<file path="config.mk">
export PLATFORM = sky130hd
export DESIGN_NAME = hs_sequencer
export DESIGN_NICKNAME = d
export VERILOG_FILES = /design/src/design/hs_pkg.sv /design/src/design/slow_if.sv /design/src/design/slow_integrator.sv /design/src/design/hs_sequencer.sv
export SDC_FILE = /design/constraint.sdc
export NUM_CORES = 1
export LEC_CHECK = 0
export ABC_AREA = 1
export BUFFER_PORTS_ARGS = -buffer_cell sky130_fd_sc_hd__buf_2
export CORE_MARGIN = 4
export CORE_UTILIZATION = 35
export DETAILED_ROUTE_END_ITERATION = 16
export SYNTH_ARGS = -nofsm -noshare
export SYNTH_HDL_FRONTEND = slang
export SYNTH_HIERARCHICAL = 1
export SYNTH_SLANG_ARGS = --single-unit
</file>
<file path="constraint.sdc">
create_clock -name mclk_in -period 11.35 [get_ports mclk_in]
set_clock_uncertainty 0.1 [all_clocks]
set_input_delay 1.7025 -clock mclk_in [delete_from_list [all_inputs] [get_ports mclk_in]]
set_output_delay 1.7025 -clock mclk_in [all_outputs]
set_load 0.005 [all_outputs]
</file>
<file path="src/design/hs_pkg.sv">
// Constants and types for the hot-swap fault sequencer.
// Assumes a 50 MHz clock; all analog behaviour lives outside this logic.
// Notes on behaviour
// - Start after lockout 150ms, enable 10us, no retry
// - Slow detector idle during startup
// - Startup gate drive is limited charge
// - Fast hit in startup selects 70uA discharge
// - Fast hit at startup end is fault
// - Slow fault discharges gate at 200uA
// - Slow detector integrates up and down
// - Fast hit in normal forces 1mA discharge
// - Any fault drops status; full variant enables pulldown
// - Extra gate cap released only in fast discharge
// - Latched mode waits for enable low pulse
// - Autoretry ignores enable low pulses
// - Autoretry waits retry timeout then restarts
// - Single-timer retry is 32x startup
// - Retry pin strapped high selects latched
// - Full variant sets both times independently
// - Fast threshold strap: ground on, supply off
// - Status high only in clean normal run
// - Supply dip resets control state
package hs_pkg;
  localparam int unsigned CLK_HZ = 50_000_000;
  localparam int unsigned LOCKOUT_MS = 150;
  localparam int unsigned ENABLE_US = 10;
  localparam int unsigned SLOW_US = 20;
  localparam int unsigned RELATCH_US = 20;
  localparam int unsigned RETRY_RATIO = 32;
  localparam int unsigned CNT_W = 32;
  localparam int unsigned LOCKOUT_CYC = LOCKOUT_MS * (CLK_HZ / 1000);
  localparam int unsigned ENABLE_CYC = ENABLE_US * (CLK_HZ / 1_000_000);
  localparam int unsigned SLOW_CYC = SLOW_US * (CLK_HZ / 1_000_000);
  localparam logic [CNT_W-1:0] ONE = 32'h0000_0001;
  localparam logic [CNT_W-1:0] ZERO = 32'h0000_0000;
  // Gate drive modes seen by the analog stage
  typedef enum logic [2:0] {
    GATE_OFF = 3'h0,
    GATE_CHARGE = 3'h1,
    GATE_REG_DIS = 3'h2,
    GATE_SLOW_DIS = 3'h3,
    GATE_FAST_DIS = 3'h4
  } gate_mode_t;
  typedef enum logic [4:0] {
    ST_WAIT = 5'h01,
    ST_START = 5'h02,
    ST_RUN = 5'h04,
    ST_RETRY = 5'h08,
    ST_LATCH = 5'h10
  } seq_state_t;
endpackage

</file>
<file path="src/design/slow_if.sv">
// Link between sequencer and slow integrating detector.
// Assumes both ends share mclk_in.
`timescale 1ns/1ps
interface slow_if;
  logic arm;
  logic over;
  logic [hs_pkg::CNT_W-1:0] limit;
  logic trip;
  modport seq (output arm, output over, output limit, input trip);
  modport det (input arm, input over, input limit, output trip);
endinterface

</file>
<file path="src/design/slow_integrator.sv">
// Up/down integrator for the slow overcurrent detector.
// Assumes arm drops outside normal operation so the count restarts clean.
`timescale 1ns/1ps
module slow_integrator (
  input wire logic mclk_in,
  input wire logic sys_rst_in,
  input wire logic ce_in,
  slow_if.det sl
);
  logic [hs_pkg::CNT_W-1:0] acc_reg;

  // Above threshold counts up, below counts down, floored at zero
  always_ff @(posedge mclk_in or posedge sys_rst_in) begin
    if (sys_rst_in) begin
      acc_reg <= hs_pkg::ZERO;
    end else if (ce_in) begin
      if (!sl.arm) begin
        acc_reg <= hs_pkg::ZERO;
      end else if (sl.over) begin
        if (acc_reg < sl.limit) acc_reg <= acc_reg + hs_pkg::ONE;
      end else if (acc_reg != hs_pkg::ZERO) begin
        acc_reg <= acc_reg - hs_pkg::ONE;
      end
    end
  end

  // Combinational so the sequencer acts in the same cycle the limit is met
  assign sl.trip = sl.arm && sl.over && (acc_reg + hs_pkg::ONE >= sl.limit);
endmodule // slow_integrator

</file>
<file path="src/design/hs_sequencer.sv">
// Top of the hot-swap sequencer: startup gating, fault handling, retry.
// Assumes comparator and strap inputs are synchronous to mclk_in.
`timescale 1ns/1ps
module hs_sequencer #(
  parameter logic [31:0] LOCKOUT_CYC = hs_pkg::LOCKOUT_CYC
) (
  input wire logic mclk_in,
  input wire logic sys_rst_in,
  input wire logic ce_in,
  input wire logic supply_ok_in,
  input wire logic enable_in,
  input wire logic fast_over_in,
  input wire logic slow_over_in,
  input wire logic full_variant_in,
  input wire logic single_timer_in,
  input wire logic latched_variant_in,
  input wire logic retry_to_supply_in,
  input wire logic fast_threshold_to_supply_in,
  input wire logic [31:0] startup_cyc_in,
  input wire logic [31:0] retry_cyc_in,
  input wire logic [31:0] slow_cyc_in,
  output logic [2:0] gate_mode_out,
  output logic status_out,
  output logic status_oe_out,
  output logic load_line_discharge_out,
  output logic extra_gate_cap_switch_out,
  output logic fault_out
);
  hs_pkg::seq_state_t state_reg;
  hs_pkg::seq_state_t state_next;
  logic [31:0] lock_cnt_reg;
  logic [31:0] en_cnt_reg;
  logic [31:0] tmr_reg;
  logic slow_hit_reg;
  logic en_low_seen_reg;
  logic fast_ena;
  logic latched_mode;
  logic lock_done;
  logic en_done;
  logic [31:0] retry_len;
  logic [31:0] slow_lim;
  logic slow_sel;
  slow_if sl ();

  // Both fault states show the same pins, so the test is shared
  function automatic logic is_fault(input hs_pkg::seq_state_t s);
    return (s == hs_pkg::ST_RETRY) || (s == hs_pkg::ST_LATCH);
  endfunction

  // Latched mode comes from variant or retry-pin strap
  assign latched_mode = latched_variant_in || (full_variant_in && retry_to_supply_in);
  assign fast_ena = fast_over_in && !(full_variant_in && fast_threshold_to_supply_in);
  assign lock_done = lock_cnt_reg >= LOCKOUT_CYC;
  assign en_done = en_cnt_reg >= hs_pkg::ENABLE_CYC;
  // Single-timer parts derive retry from startup; full part has its own
  assign retry_len = full_variant_in ? retry_cyc_in : 32'(startup_cyc_in * hs_pkg::RETRY_RATIO);
  assign slow_lim = (slow_cyc_in == hs_pkg::ZERO) ? 32'(hs_pkg::SLOW_CYC) : slow_cyc_in;
  assign sl.arm = (state_reg == hs_pkg::ST_RUN);
  assign sl.over = slow_over_in;
  assign sl.limit = slow_lim;
  // Slow discharge when the integrator caused this fault; kept for the whole fault
  assign slow_sel = (state_reg == hs_pkg::ST_RUN && sl.trip && !fast_ena) ||
    (state_reg == state_next && slow_hit_reg);

  slow_integrator u_slow (
    .mclk_in(mclk_in),
    .sys_rst_in(sys_rst_in),
    .ce_in(ce_in),
    .sl(sl.det)
  );

  // Lockout qualification; a supply dip clears it
  always_ff @(posedge mclk_in or posedge sys_rst_in) begin
    if (sys_rst_in) begin
      lock_cnt_reg <= hs_pkg::ZERO;
    end else if (ce_in) begin
      if (!supply_ok_in) lock_cnt_reg <= hs_pkg::ZERO;
      else if (!lock_done) lock_cnt_reg <= lock_cnt_reg + hs_pkg::ONE;
    end
  end

  // Enable qualification counter
  always_ff @(posedge mclk_in or posedge sys_rst_in) begin
    if (sys_rst_in) begin
      en_cnt_reg <= hs_pkg::ZERO;
    end else if (ce_in) begin
      if (!enable_in) en_cnt_reg <= hs_pkg::ZERO;
      else if (!en_done) en_cnt_reg <= en_cnt_reg + hs_pkg::ONE;
    end
  end

  // Enable low seen while latched off; a single low cycle sets it
  always_ff @(posedge mclk_in or posedge sys_rst_in) begin
    if (sys_rst_in) begin
      en_low_seen_reg <= 1'b0;
    end else if (ce_in) begin
      if (state_reg != hs_pkg::ST_LATCH) en_low_seen_reg <= 1'b0;
      else if (!enable_in) en_low_seen_reg <= 1'b1;
    end
  end

  // Next state
  always_comb begin
    state_next = state_reg;
    case (state_reg)
      hs_pkg::ST_WAIT: begin
        if (lock_done && en_done) state_next = hs_pkg::ST_START;
      end
      hs_pkg::ST_START: begin
        if (tmr_reg + hs_pkg::ONE >= startup_cyc_in) begin
          if (fast_ena) state_next = latched_mode ? hs_pkg::ST_LATCH : hs_pkg::ST_RETRY;
          else state_next = hs_pkg::ST_RUN;
        end
      end
      hs_pkg::ST_RUN: begin
        if (fast_ena || sl.trip) state_next = latched_mode ? hs_pkg::ST_LATCH : hs_pkg::ST_RETRY;
        else if (!enable_in) state_next = hs_pkg::ST_WAIT;
      end
      hs_pkg::ST_RETRY: begin
        if (tmr_reg + hs_pkg::ONE >= retry_len) state_next = hs_pkg::ST_WAIT;
      end
      hs_pkg::ST_LATCH: begin
        if (en_low_seen_reg && enable_in) state_next = hs_pkg::ST_WAIT;
      end
      default: state_next = hs_pkg::ST_WAIT;
    endcase
    if (!supply_ok_in) state_next = hs_pkg::ST_WAIT;
    if (!enable_in && state_reg == hs_pkg::ST_START) state_next = hs_pkg::ST_WAIT;
  end

  // State register
  always_ff @(posedge mclk_in or posedge sys_rst_in) begin
    if (sys_rst_in) state_reg <= hs_pkg::ST_WAIT;
    else if (ce_in) state_reg <= state_next;
  end

  // Shared startup/retry timer, restarts on every state change
  always_ff @(posedge mclk_in or posedge sys_rst_in) begin
    if (sys_rst_in) tmr_reg <= hs_pkg::ZERO;
    else if (ce_in) tmr_reg <= (state_next != state_reg) ? hs_pkg::ZERO : tmr_reg + hs_pkg::ONE;
  end

  // Remember which detector caused the fault; rewritten on every change so a startup fault never inherits it
  always_ff @(posedge mclk_in or posedge sys_rst_in) begin
    if (sys_rst_in) slow_hit_reg <= 1'b0;
    else if (ce_in && state_next != state_reg)
      slow_hit_reg <= (state_reg == hs_pkg::ST_RUN) && sl.trip && !fast_ena;
  end

  // Registered pin drive; gate mode follows next state for prompt response
  always_ff @(posedge mclk_in or posedge sys_rst_in) begin
    if (sys_rst_in) begin
      gate_mode_out <= hs_pkg::GATE_OFF;
      status_out <= 1'b0;
      status_oe_out <= 1'b1;
      load_line_discharge_out <= 1'b0;
      extra_gate_cap_switch_out <= 1'b1;
      fault_out <= 1'b0;
    end else if (ce_in) begin
      case (state_next)
        hs_pkg::ST_START: gate_mode_out <= fast_ena ? hs_pkg::GATE_REG_DIS : hs_pkg::GATE_CHARGE;
        hs_pkg::ST_RUN: gate_mode_out <= hs_pkg::GATE_CHARGE;
        hs_pkg::ST_RETRY, hs_pkg::ST_LATCH: begin
          if (slow_sel)
            gate_mode_out <= hs_pkg::GATE_SLOW_DIS;
          else
            gate_mode_out <= hs_pkg::GATE_FAST_DIS;
        end
        default: gate_mode_out <= hs_pkg::GATE_OFF;
      endcase
      status_out <= (state_next == hs_pkg::ST_RUN);
      status_oe_out <= (state_next != hs_pkg::ST_RUN);
      fault_out <= is_fault(state_next);
      load_line_discharge_out <= full_variant_in && is_fault(state_next);
      // Released only for fast discharge so the slow path still sees the cap
      extra_gate_cap_switch_out <= !(full_variant_in && is_fault(state_next) && !slow_sel);
    end
  end
endmodule // hs_sequencer

</file>
# Word level (Yosys, flattened, before mapping)

Cells that the tools add are included.

Register bits after elaboration: 143
Bits in latches: 0
Bits in writable memories: 0
Bits in read-only memories: 0
Output and inout bits: 8
Word-level logic and storage cells: 99
Memories kept: 0

Add/subtract/negate cells: 5
Multipliers: 0
Divide/modulo/power cells: 0
Magnitude comparators: 6
Equality and inequality tests: 18
Shifts and indexed selects: 0
Multiplexer cells: 27
Bitwise operators: 0
Reductions and logical operators: 30

Operators by type and width:

| kind                  | number |
|---|---|
| $mux 32               | 11 |
| $add 32x1->32 const B | 4 |
| $ge 32x32->1          | 3 |
| $mux 5                | 10 |
| $ge 32x23->1 const B  | 1 |
| $ge 32x9->1 const B   | 1 |
| $logic_not 32->1      | 1 |
| $lt 32x32->1          | 1 |
| $reduce_bool 32->1    | 1 |
| $sub 32x1->32 const B | 1 |
| $pmux 5 s5            | 1 |
| $logic_and 1x1->1     | 14 |
| $eq 5x2->1 const B    | 2 |
| $eq 5x3->1 const B    | 2 |
| $eq 5x4->1 const B    | 2 |
| $eq 5x5->1 const B    | 2 |
| $pmux 3 s3            | 1 |
| $ne 3x3->1 const B    | 2 |
| $reduce_and 2->1      | 3 |
| $eq 5x1->1 const B    | 1 |
| $eq 5x5->1            | 1 |
| $logic_not 1->1       | 5 |
| $ne 5x3->1 const B    | 1 |
| $ne 5x5->1            | 1 |
| other kinds (9)       | 14 |

# Depth between registers and ports, before layout

Gate-level depths: netlist of the first run.

Depth after elaboration: 15
Depth in mapped cells: 36
Gate-level depth less buffers: 36

# Modules after synthesis

Netlist of the first run, hierarchy kept.

By module, submodules not included:

| module          | times used | cells each | area an instance (sq um) |
|---|---|---|---|
| hs_sequencer    | 1          | 1,104      | 7,947.6 |
| slow_integrator | 1          | 874        | 5,163.7 |

# Least setup slack after synthesis of the first run

Ideal clock, no wire load.

Path kind: input port to flip-flop
Start: input port slow_cyc_in[12]
End: register tmr_reg[3]
Library setup time: 0.077 ns
Arrival: 5.225 ns
Required time: 11.173 ns
Path slack: 5.949 ns
Stages: 31
Cells stage by stage: or4_1 > or4_1 > clkbuf_1 > nand2_1 > inv_1 > ha_1 > a21oi_1 > nor2_1 > nor3_1 > nand2_1 > nand2_1 > nand2_1 > nand2_1 > nand3_1 > nand2_1 > inv_1 > nor2_1 > o21ai_0 > a31o_2 > inv_1 > nand2_1 > nand2_1 > nand2_1 > nand2_1 > nand3_2 > nor2_2 > nand2_4 > inv_4 > buf_6 > nand3_1 > o21ai_1

Word-level cells in the longest chain between the ends: 11

RTL lines:

| item                   | RTL line              | text |
|---|---|---|
| start, declared        | hs_sequencer.sv:21    | `input wire logic [31:0] slow_cyc_in,` |
| $logic_not 32->1       | hs_sequencer.sv:57    | `assign slow_lim = (slow_cyc_in == hs_pkg::ZERO) ? 32'(hs_pkg::SLOW_CYC) : slow_cyc_in;` |
| $mux 32                | hs_sequencer.sv:57    |  |
| net sl.limit (one bit) | slow_if.sv:7          | `logic [hs_pkg::CNT_W-1:0] limit;` |
| $ge 32x32->1           | slow_integrator.sv:28 | `assign sl.trip = sl.arm && sl.over && (acc_reg + hs_pkg::ONE >= sl.limit);` |
| $logic_and 1x1->1      | slow_integrator.sv:28 |  |
| net sl.trip            | slow_if.sv:8          | `logic trip;` |
| $logic_or 1x1->1       | hs_sequencer.sv:116   | `if (fast_ena \|\| sl.trip) state_next = latched_mode ? hs_pkg::ST_LATCH : hs_pkg::ST_RETRY;` |
| $mux 5                 | hs_sequencer.sv:116   |  |
| $pmux 5 s5             | hs_sequencer.sv:105   | `case (state_reg)` |
| $mux 5                 | hs_sequencer.sv:127   | `if (!supply_ok_in) state_next = hs_pkg::ST_WAIT;` |
| $mux 5                 | hs_sequencer.sv:128   | `if (!enable_in && state_reg == hs_pkg::ST_START) state_next = hs_pkg::ST_WAIT;` |
| $ne 5x5->1             | hs_sequencer.sv:140   | `else if (ce_in) tmr_reg <= (state_next != state_reg) ? hs_pkg::ZERO : tmr_reg + hs_pkg::ONE;` |
| $mux 32                | hs_sequencer.sv:140   |  |
| end signal, assigned   | hs_sequencer.sv:139   | `if (sys_rst_in) tmr_reg <= hs_pkg::ZERO;` |
| end signal, assigned   | hs_sequencer.sv:140   |  |
| end, declared          | hs_sequencer.sv:33    | `logic [31:0] tmr_reg;` |

The timed path passes the listed nets, and every way through them passes these cells.
A chain may end at the register's enable or synchronous reset.

# Worst setup path after layout of the first run

Start: input port slow_cyc_in[24]
End: register tmr_reg[3]

The elaborated chain is that of the path after synthesis.

==> results.ini, run 1 <==
[hold_path]
hold_path_class = flip-flop to flip-flop
hold_end = fault_out$_DFFE_PP0P_
hold_path_depth = 2
min_from = fault_out$_DFFE_PP0P_

[synthesis]
synth.avg_cell_area_um2 = 6.63
ys_seq_area_share_pct = 27.3
synth_cell_types = 51
synth.area.top_cells = dfrtp_1 27%, nand2_1 15%, ha_1 13%, inv_1 8.3%, nor2_1 5.9%
synthCells = 1978
synth_top_area_cell = dfrtp_1
synthesis.area_um2 = 13100
yosysWarnings = 6
synth_nets = 2222
synth_top_area_share_pct = 26.7
ys_ff_latch = 143

[clocking]
clock_path_buffers = 2
numCtsBuffers = 17
cts-resized-gates = 0
cts.sink_count = 143
cts-root-buf = clkbuf_16
cts.hold.buffers_added = 0
ctsHtreeMaxLevel = 4
clkLatencyLatePin_ps = 440
clk_pin_slew_worst_paths_ps = 70
cts_setup_buffers = 0
cts_tree = yes

[timing]
setup_tns_ps = 0
report.final.slew_viol_count = 0
slew_headroom_pct = 34.1
worst_pin_slew_ps = 987
fmax_mhz = 155
fin_ws_ps = 4890
hold_viol = 0
rsz0062_at_grt = false
fin_crit_sh_pct = 56.9
period_minus_slack_ps = 6460
setup_viol = 0

[drt]
wl_um = 35100
vias_per_cell = 4.95
firstDrtPassIters = 5
final_antenna_net_count = 0
vias = 12500
dr.first_iter.drc_count = 738
drc_errors = 0
wl_per_cell_um = 13.9

[setup_path]
criticalPathCategory = input port to flip-flop
r2r_cells = 29
r2r_end = tmr_reg[3]$_DFFE_PP0P_
path_common_cell = nand2_1
cp_max_fo = 16
end_kind = flip-flop
slowest_stage = or4_1
ff2ff_setup_slack_ps = 5850
r2r_start = u_slow/acc_reg[0]$_DFFE_PP0P_
start_kind = input port
worstPathArrival_ps = 6720
worst_ep_required_time_ps = 11610
max_stage_delay_ps = 730

[placement]
place_congestion = 0.957
dp_hpwl_um = 27800
post-place-ws_ps = 4300
io_buffers = 114

[global_route]
grt_start_max_net_pins = 59
grt_pass1_vias = 12000
grtUsageTotal_pct = 17.4
overflow = 0
antenna_found_initial = 0
grt_first_pass_wirelength_um = 59000

[floorplan]
initial_core_util_pct = 35.6
fp-row-count = 70
die_w_um = 202
die_y_um = 202
ios = 116
dieArea_um2 = 40600
core_area_um2 = 36800

[power_and_ir_drop]
ir_drop_mv = 0.0909
leakage_uw = 0.00800
powerDensity_nw_per_um2 = 86.1

[cells_and_area]
drive_gt1_share_pct = 10.9
final_common_cell = nand2_1
final_cell_mix = 521 x nand2_1, 290 x inv_1, 206 x nor2_1, 149 x nand3_1, 140 x dfrtp_1
synthToLayoutAreaGrowth_pct = 10.8
nNetsFinal = 2282
n_antenna_cell = 0

[run]
drv_cap = 0

[outcome]
status = finished clean

[cell usage after synthesis (all sizes together)]
cell,n
clkinv,1
nor3,43
a21o,5
o21a,8
o21bai,3
nor4b,1
a31oi,4
nand3,156
o31ai,3
clkbuf,47
o22ai,8
a31o,1
or2,3
dfstp,3
nand2,530
or4,2
nor3b,1
mux2i,1
a21oi,77
ha,136
a21boi,3
o211ai,3
dfrtp,140
and3,1
xor2,49
nand4,42
nand3b,2
o21ai,116
inv,304
and2,5
buf,32
xnor2,6
nor4,12
nor2,230
[cell type report]
| type | instances | area (um^2) |
|---|---|---|
| fill | 3947 | 22300 |
| multi-input combinational | 1451 | 8000 |
| sequential | 143 | 3580 |
| inverter | 305 | 1150 |
| timing repair buffer | 120 | 616 |
| tap | 468 | 586 |
| clock buffer | 17 | 425 |
| clock inverter | 15 | 170 |
[critical path, delay by kind of cell]
| family | cells | cell delay (ps) |
|---|---|---|
| AOI/OAI and AO/OA | 5 | 660 |
| adders and majority gates | 1 | 300 |
| buffers and inverters | 6 | 540 |
| and+or+nand+nor | 19 | 3500 |
[worst max-delay path by stage]
| stage | to | from | slack (ps) |
|---|---|---|---|
| 5_1_grt | tmr_reg[15]$_DFFE_PP0P_ | slow_cyc_in[24] | 4430 |
| 2_1_floorplan | tmr_reg[3]$_DFFE_PP0P_ | slow_cyc_in[12] | 5950 |
| 3_5_place_dp | tmr_reg[15]$_DFFE_PP0P_ | slow_cyc_in[24] | 4300 |
| 6_report | tmr_reg[3]$_DFFE_PP0P_ | slow_cyc_in[24] | 4890 |
| 3_3_place_gp | tmr_reg[0]$_DFFE_PP0P_ | slow_cyc_in[24] | 4350 |
| 4_1_cts | tmr_reg[3]$_DFFE_PP0P_ | slow_cyc_in[24] | 4750 |
[cells by family (layout without fill, tap and decap cells)]
family,after synthesis,count (layout),share of synthesized area (%)
AND/OR/NAND/NOR,1028,1028,34.6
buffers and inverters,384,457,11.7
AO/OA/AOI/OAI,231,231,9.66
flip-flops,143,143,27.3
adder cells (fa/ha/maj),136,136,13.0
XOR/XNOR,55,55,3.67
multiplexers,1,1,0.0763
[where the power goes]
part	total [uW]	internal, uW	switching, uW	leakage (uW)
combinational	157	54.9	102	0.00573
sequential	525	518	7.56	0.00198
clock	569	313	256	0.000291
total	1250	886	366	0.00800
[per-stage QoR]
step | hold WS (ps) | utilization (%) | power [uW] | instance area, um^2 | cells
3_5_place_dp | 363 | 37.9 | 694 | 13900 | 2487
5_1_grt | 410 | 39.5 | 1320 | 14500 | 2519
2_1_floorplan | 356 | - | 646 | 13100 | 1978
3_3_place_gp | 368 | 37.9 | 688 | 13900 | 2487
4_1_cts | 379 | 39.5 | 1270 | 14500 | 2519
6_report | 375 | 39.5 | 1250 | 14500 | 2519
[metal layers]
metal,share of wire (%),GRT usage (%),up-vias
met3,3.7,2.71,46
met1,46,22.7,5726
met5,0,0,-
met4,1.9,4.91,0
li1,-,-,6449
met2,48,29.8,258
Power figures use the tool's default switching activity.
==> inputs of run 2 (changes only) <==
Settings changed: ABC_AREA 1 to 0.
Clock period 11.35 ns to 5.4 ns, I/O delays scaled along.
==> results.ini, run 2 <==
[setup_path]
path_buf_inv = 1
crit_cells = 22
r2r_cells = 22
max_stage_delay_ps = 490
cp_cell_sequence = nand4_1, nor2_2, nand3_1, nor2_1, nand3_1, xnor2_1, ha_1, a21o_1, a21o_1, a21oi_1, o21ai_0, a2111oi_0, a21oi_1, or2_2, a31oi_1, nand4_1, a211oi_1, o22a_1, o21ai_2, buf_4, o21ai_0, a22o_1
worst_ep_required_time_ps = 5680
slowest_stage = dfrtp_1
end_kind = flip-flop
critPathTopFamily = compound AO/OA/AOI/OAI gates
start_kind = flip-flop
criticalPathCategory = flip-flop to flip-flop
worstPathArrival_ps = 5300
cp_max_fo = 7

[synthesis]
muxShareOfSynthArea_pct = 2.80
synth_top_area_share_pct = 28.5
synth.avg_cell_area_um2 = 8.34
synthesis.area_um2 = 12300
synth_common_cells = 140 x dfrtp_1, 136 x ha_1, 135 x nor2_1, 103 x nand2_1, 99 x inv_1
synth_nets = 1717
synth_xor_xnor_area_share_pct = 5.85
synthSimpleGateAreaFrac_pct = 22.1
ys.flop_type = dfrtp_1
synth_cell_types = 89
synth_compound_area_share_pct = 19.7
synthCells = 1473
ys_seq_area_share_pct = 29.2
synth.area.top_cells = dfrtp_1 29%, ha_1 14%, nor2_1 4.1%, xnor2_1 3.8%, nand2_1 3.1%
ys_ff_latch = 143
synth_top_area_cell = dfrtp_1
synth_top_family_by_area = simple AND/OR/NAND/NOR gates
synth-edff-count = 0
yosysWarnings = 6
synthAdderAreaFrac_pct = 13.9
synth-async-reset-ratio_pct = 100
yosysMostFrequentCell = dfrtp_1

[drt]
wl_per_cell_um = 16.2
dr.first_iter.drc_count = 653
drc_errors = 0
vias_per_cell = 5.50
firstDrtPassIters = 5
wl_um = 33300
vias = 11300
final_antenna_net_count = 0

[clocking]
numCtsBuffers = 17
cts_tree = yes
clkLatencyLatePin_ps = 430
ctsHtreeMaxLevel = 4
cts.sink_count = 143
clk_pin_slew_worst_paths_ps = 70
cts.hold.buffers_added = 0
clock_path_buffers = 2
cts-root-buf = clkbuf_16

[power_and_ir_drop]
leakage_uw = 0.00695
ir_drop_mv = 0.207
power_uw = 2840
powerDensity_nw_per_um2 = 200

[global_route]
grtUsageTotal_pct = 17.3
antenna_found_initial = 0
overflow = 0
grt_pass1_vias = 11300
grt_first_pass_wirelength_um = 56000
grt_start_max_net_pins = 69

[cells_and_area]
fillCellCount = 3525
post-route-util_pct = 41.1
synthToLayoutAreaGrowth_pct = 15.6
final_common_cell = dfrtp_1
nNetsFinal = 1828
n_antenna_cell = 0
final_cell_mix = 138 x dfrtp_1, 134 x ha_1, 133 x nor2_1, 114 x buf_2, 103 x nand2_1
drive_gt1_share_pct = 17.3

[timing]
slew_headroom_pct = 19.5
period_minus_slack_ps = 5020
rsz0062_at_grt = false
report.final.slew_viol_count = 0
fmax_mhz = 199
worst_pin_slew_ps = 1210
setup_tns_ps = 0
fin_crit_sh_pct = 93.0
setup_viol = 0
hold_viol = 0

[placement]
place_congestion = 0.857
dp_hpwl_um = 24900
io_buffers = 114

[hold_path]
hold_path_depth = 1
hold_path_class = flip-flop to flip-flop

[floorplan]
initial_core_util_pct = 35.5
fp-row-count = 68
dieArea_um2 = 38100
die_w_um = 195
core_area_um2 = 34500
die_y_um = 195
ios = 116

[outcome]
status = finished clean

[run]
drv_cap = 0

[run 2: changes by cell type after synthesis, sizes merged, moves of 20 or more]
cell,change
nor2,-93
nand2,-427
o21ai,-45
xnor2,+47
mux2i,+30
nand3,-91
a21o,+21
a31oi,+20
o31ai,+36
xor2,-20
inv,-204
and3,+24
o2bb2ai,+20
[run 2: per-stage QoR]
| step | worst slack (ps) | instance area (um^2) | instances | hold WS (ps) |
|---|---|---|---|---|
| 2_1_floorplan | 401 | 12300 | 1473 | 355 |
| 3_5_place_dp | -191 | 13500 | 2019 | 384 |
| 6_report | 376 | 14200 | 2052 | 402 |
| 5_1_grt | 6.82 | 14200 | 2052 | 418 |
| 4_1_cts | 3.93 | 14100 | 2051 | 400 |
| 3_3_place_gp | -72.4 | 13500 | 2019 | 375 |
[run 2: what timing repair did]
item	4_1_cts	5_1_grt
setup buffers	0	1
gates resized for setup	0	14
setup endpoints to repair	0	44
[run 2: path summary, 6_finish.rpt]
path	from	to	slack, ps
max	u_slow/acc_reg[21]$_DFFE_PP0P_	tmr_reg[21]$_DFFE_PP0P_	380
min	lock_cnt_reg[27]$_DFFE_PP0P_	lock_cnt_reg[27]$_DFFE_PP0P_	400
max reg2reg	u_slow/acc_reg[21]$_DFFE_PP0P_	tmr_reg[21]$_DFFE_PP0P_	380
min reg2reg	lock_cnt_reg[27]$_DFFE_PP0P_	lock_cnt_reg[27]$_DFFE_PP0P_	400
max in group asynchronous	sys_rst_in	en_cnt_reg[7]$_DFFE_PP0P_	3630
min in group asynchronous	sys_rst_in	u_slow/acc_reg[6]$_DFFE_PP0P_	410
[run 2: layout make-up]
cell class	count	area, um^2	area share (%)
Inverter	100	380	2.68
Multi-Input combinational cell	1139	7970	56.1
Sequential cell	143	3580	25.3
Tap cell	455	569	4.01
Timing Repair Buffer	183	1110	7.85
Clock inverter	12	128	0.899
Clock buffer	20	447	3.15
[run 2: power by group]
part	total, uW	switching [uW]	internal [uW]	leakage (uW)
Combinational	503	284	219	0.00470
Clock	1180	519	661	0.000284
Sequential	1150	43.3	1110	0.00196
[run 2: layer usage]
metal | track usage (%) | routed length (um)
met5 | 0 | 0
met4 | 4.24 | 603
met3 | 2.95 | 1430
met2 | 29.1 | 15500
met1 | 23.4 | 15700
[run 2: logic make-up (layout without fill, tap and decap cells)]
logic type      after synthesis  in the layout
xor+xnor                     82             82
buf+inv                     191            315
flops                       143            143
compound gates              355            355
simple gates                532            532
fa+ha+maj                   136            136
mux                          34             34
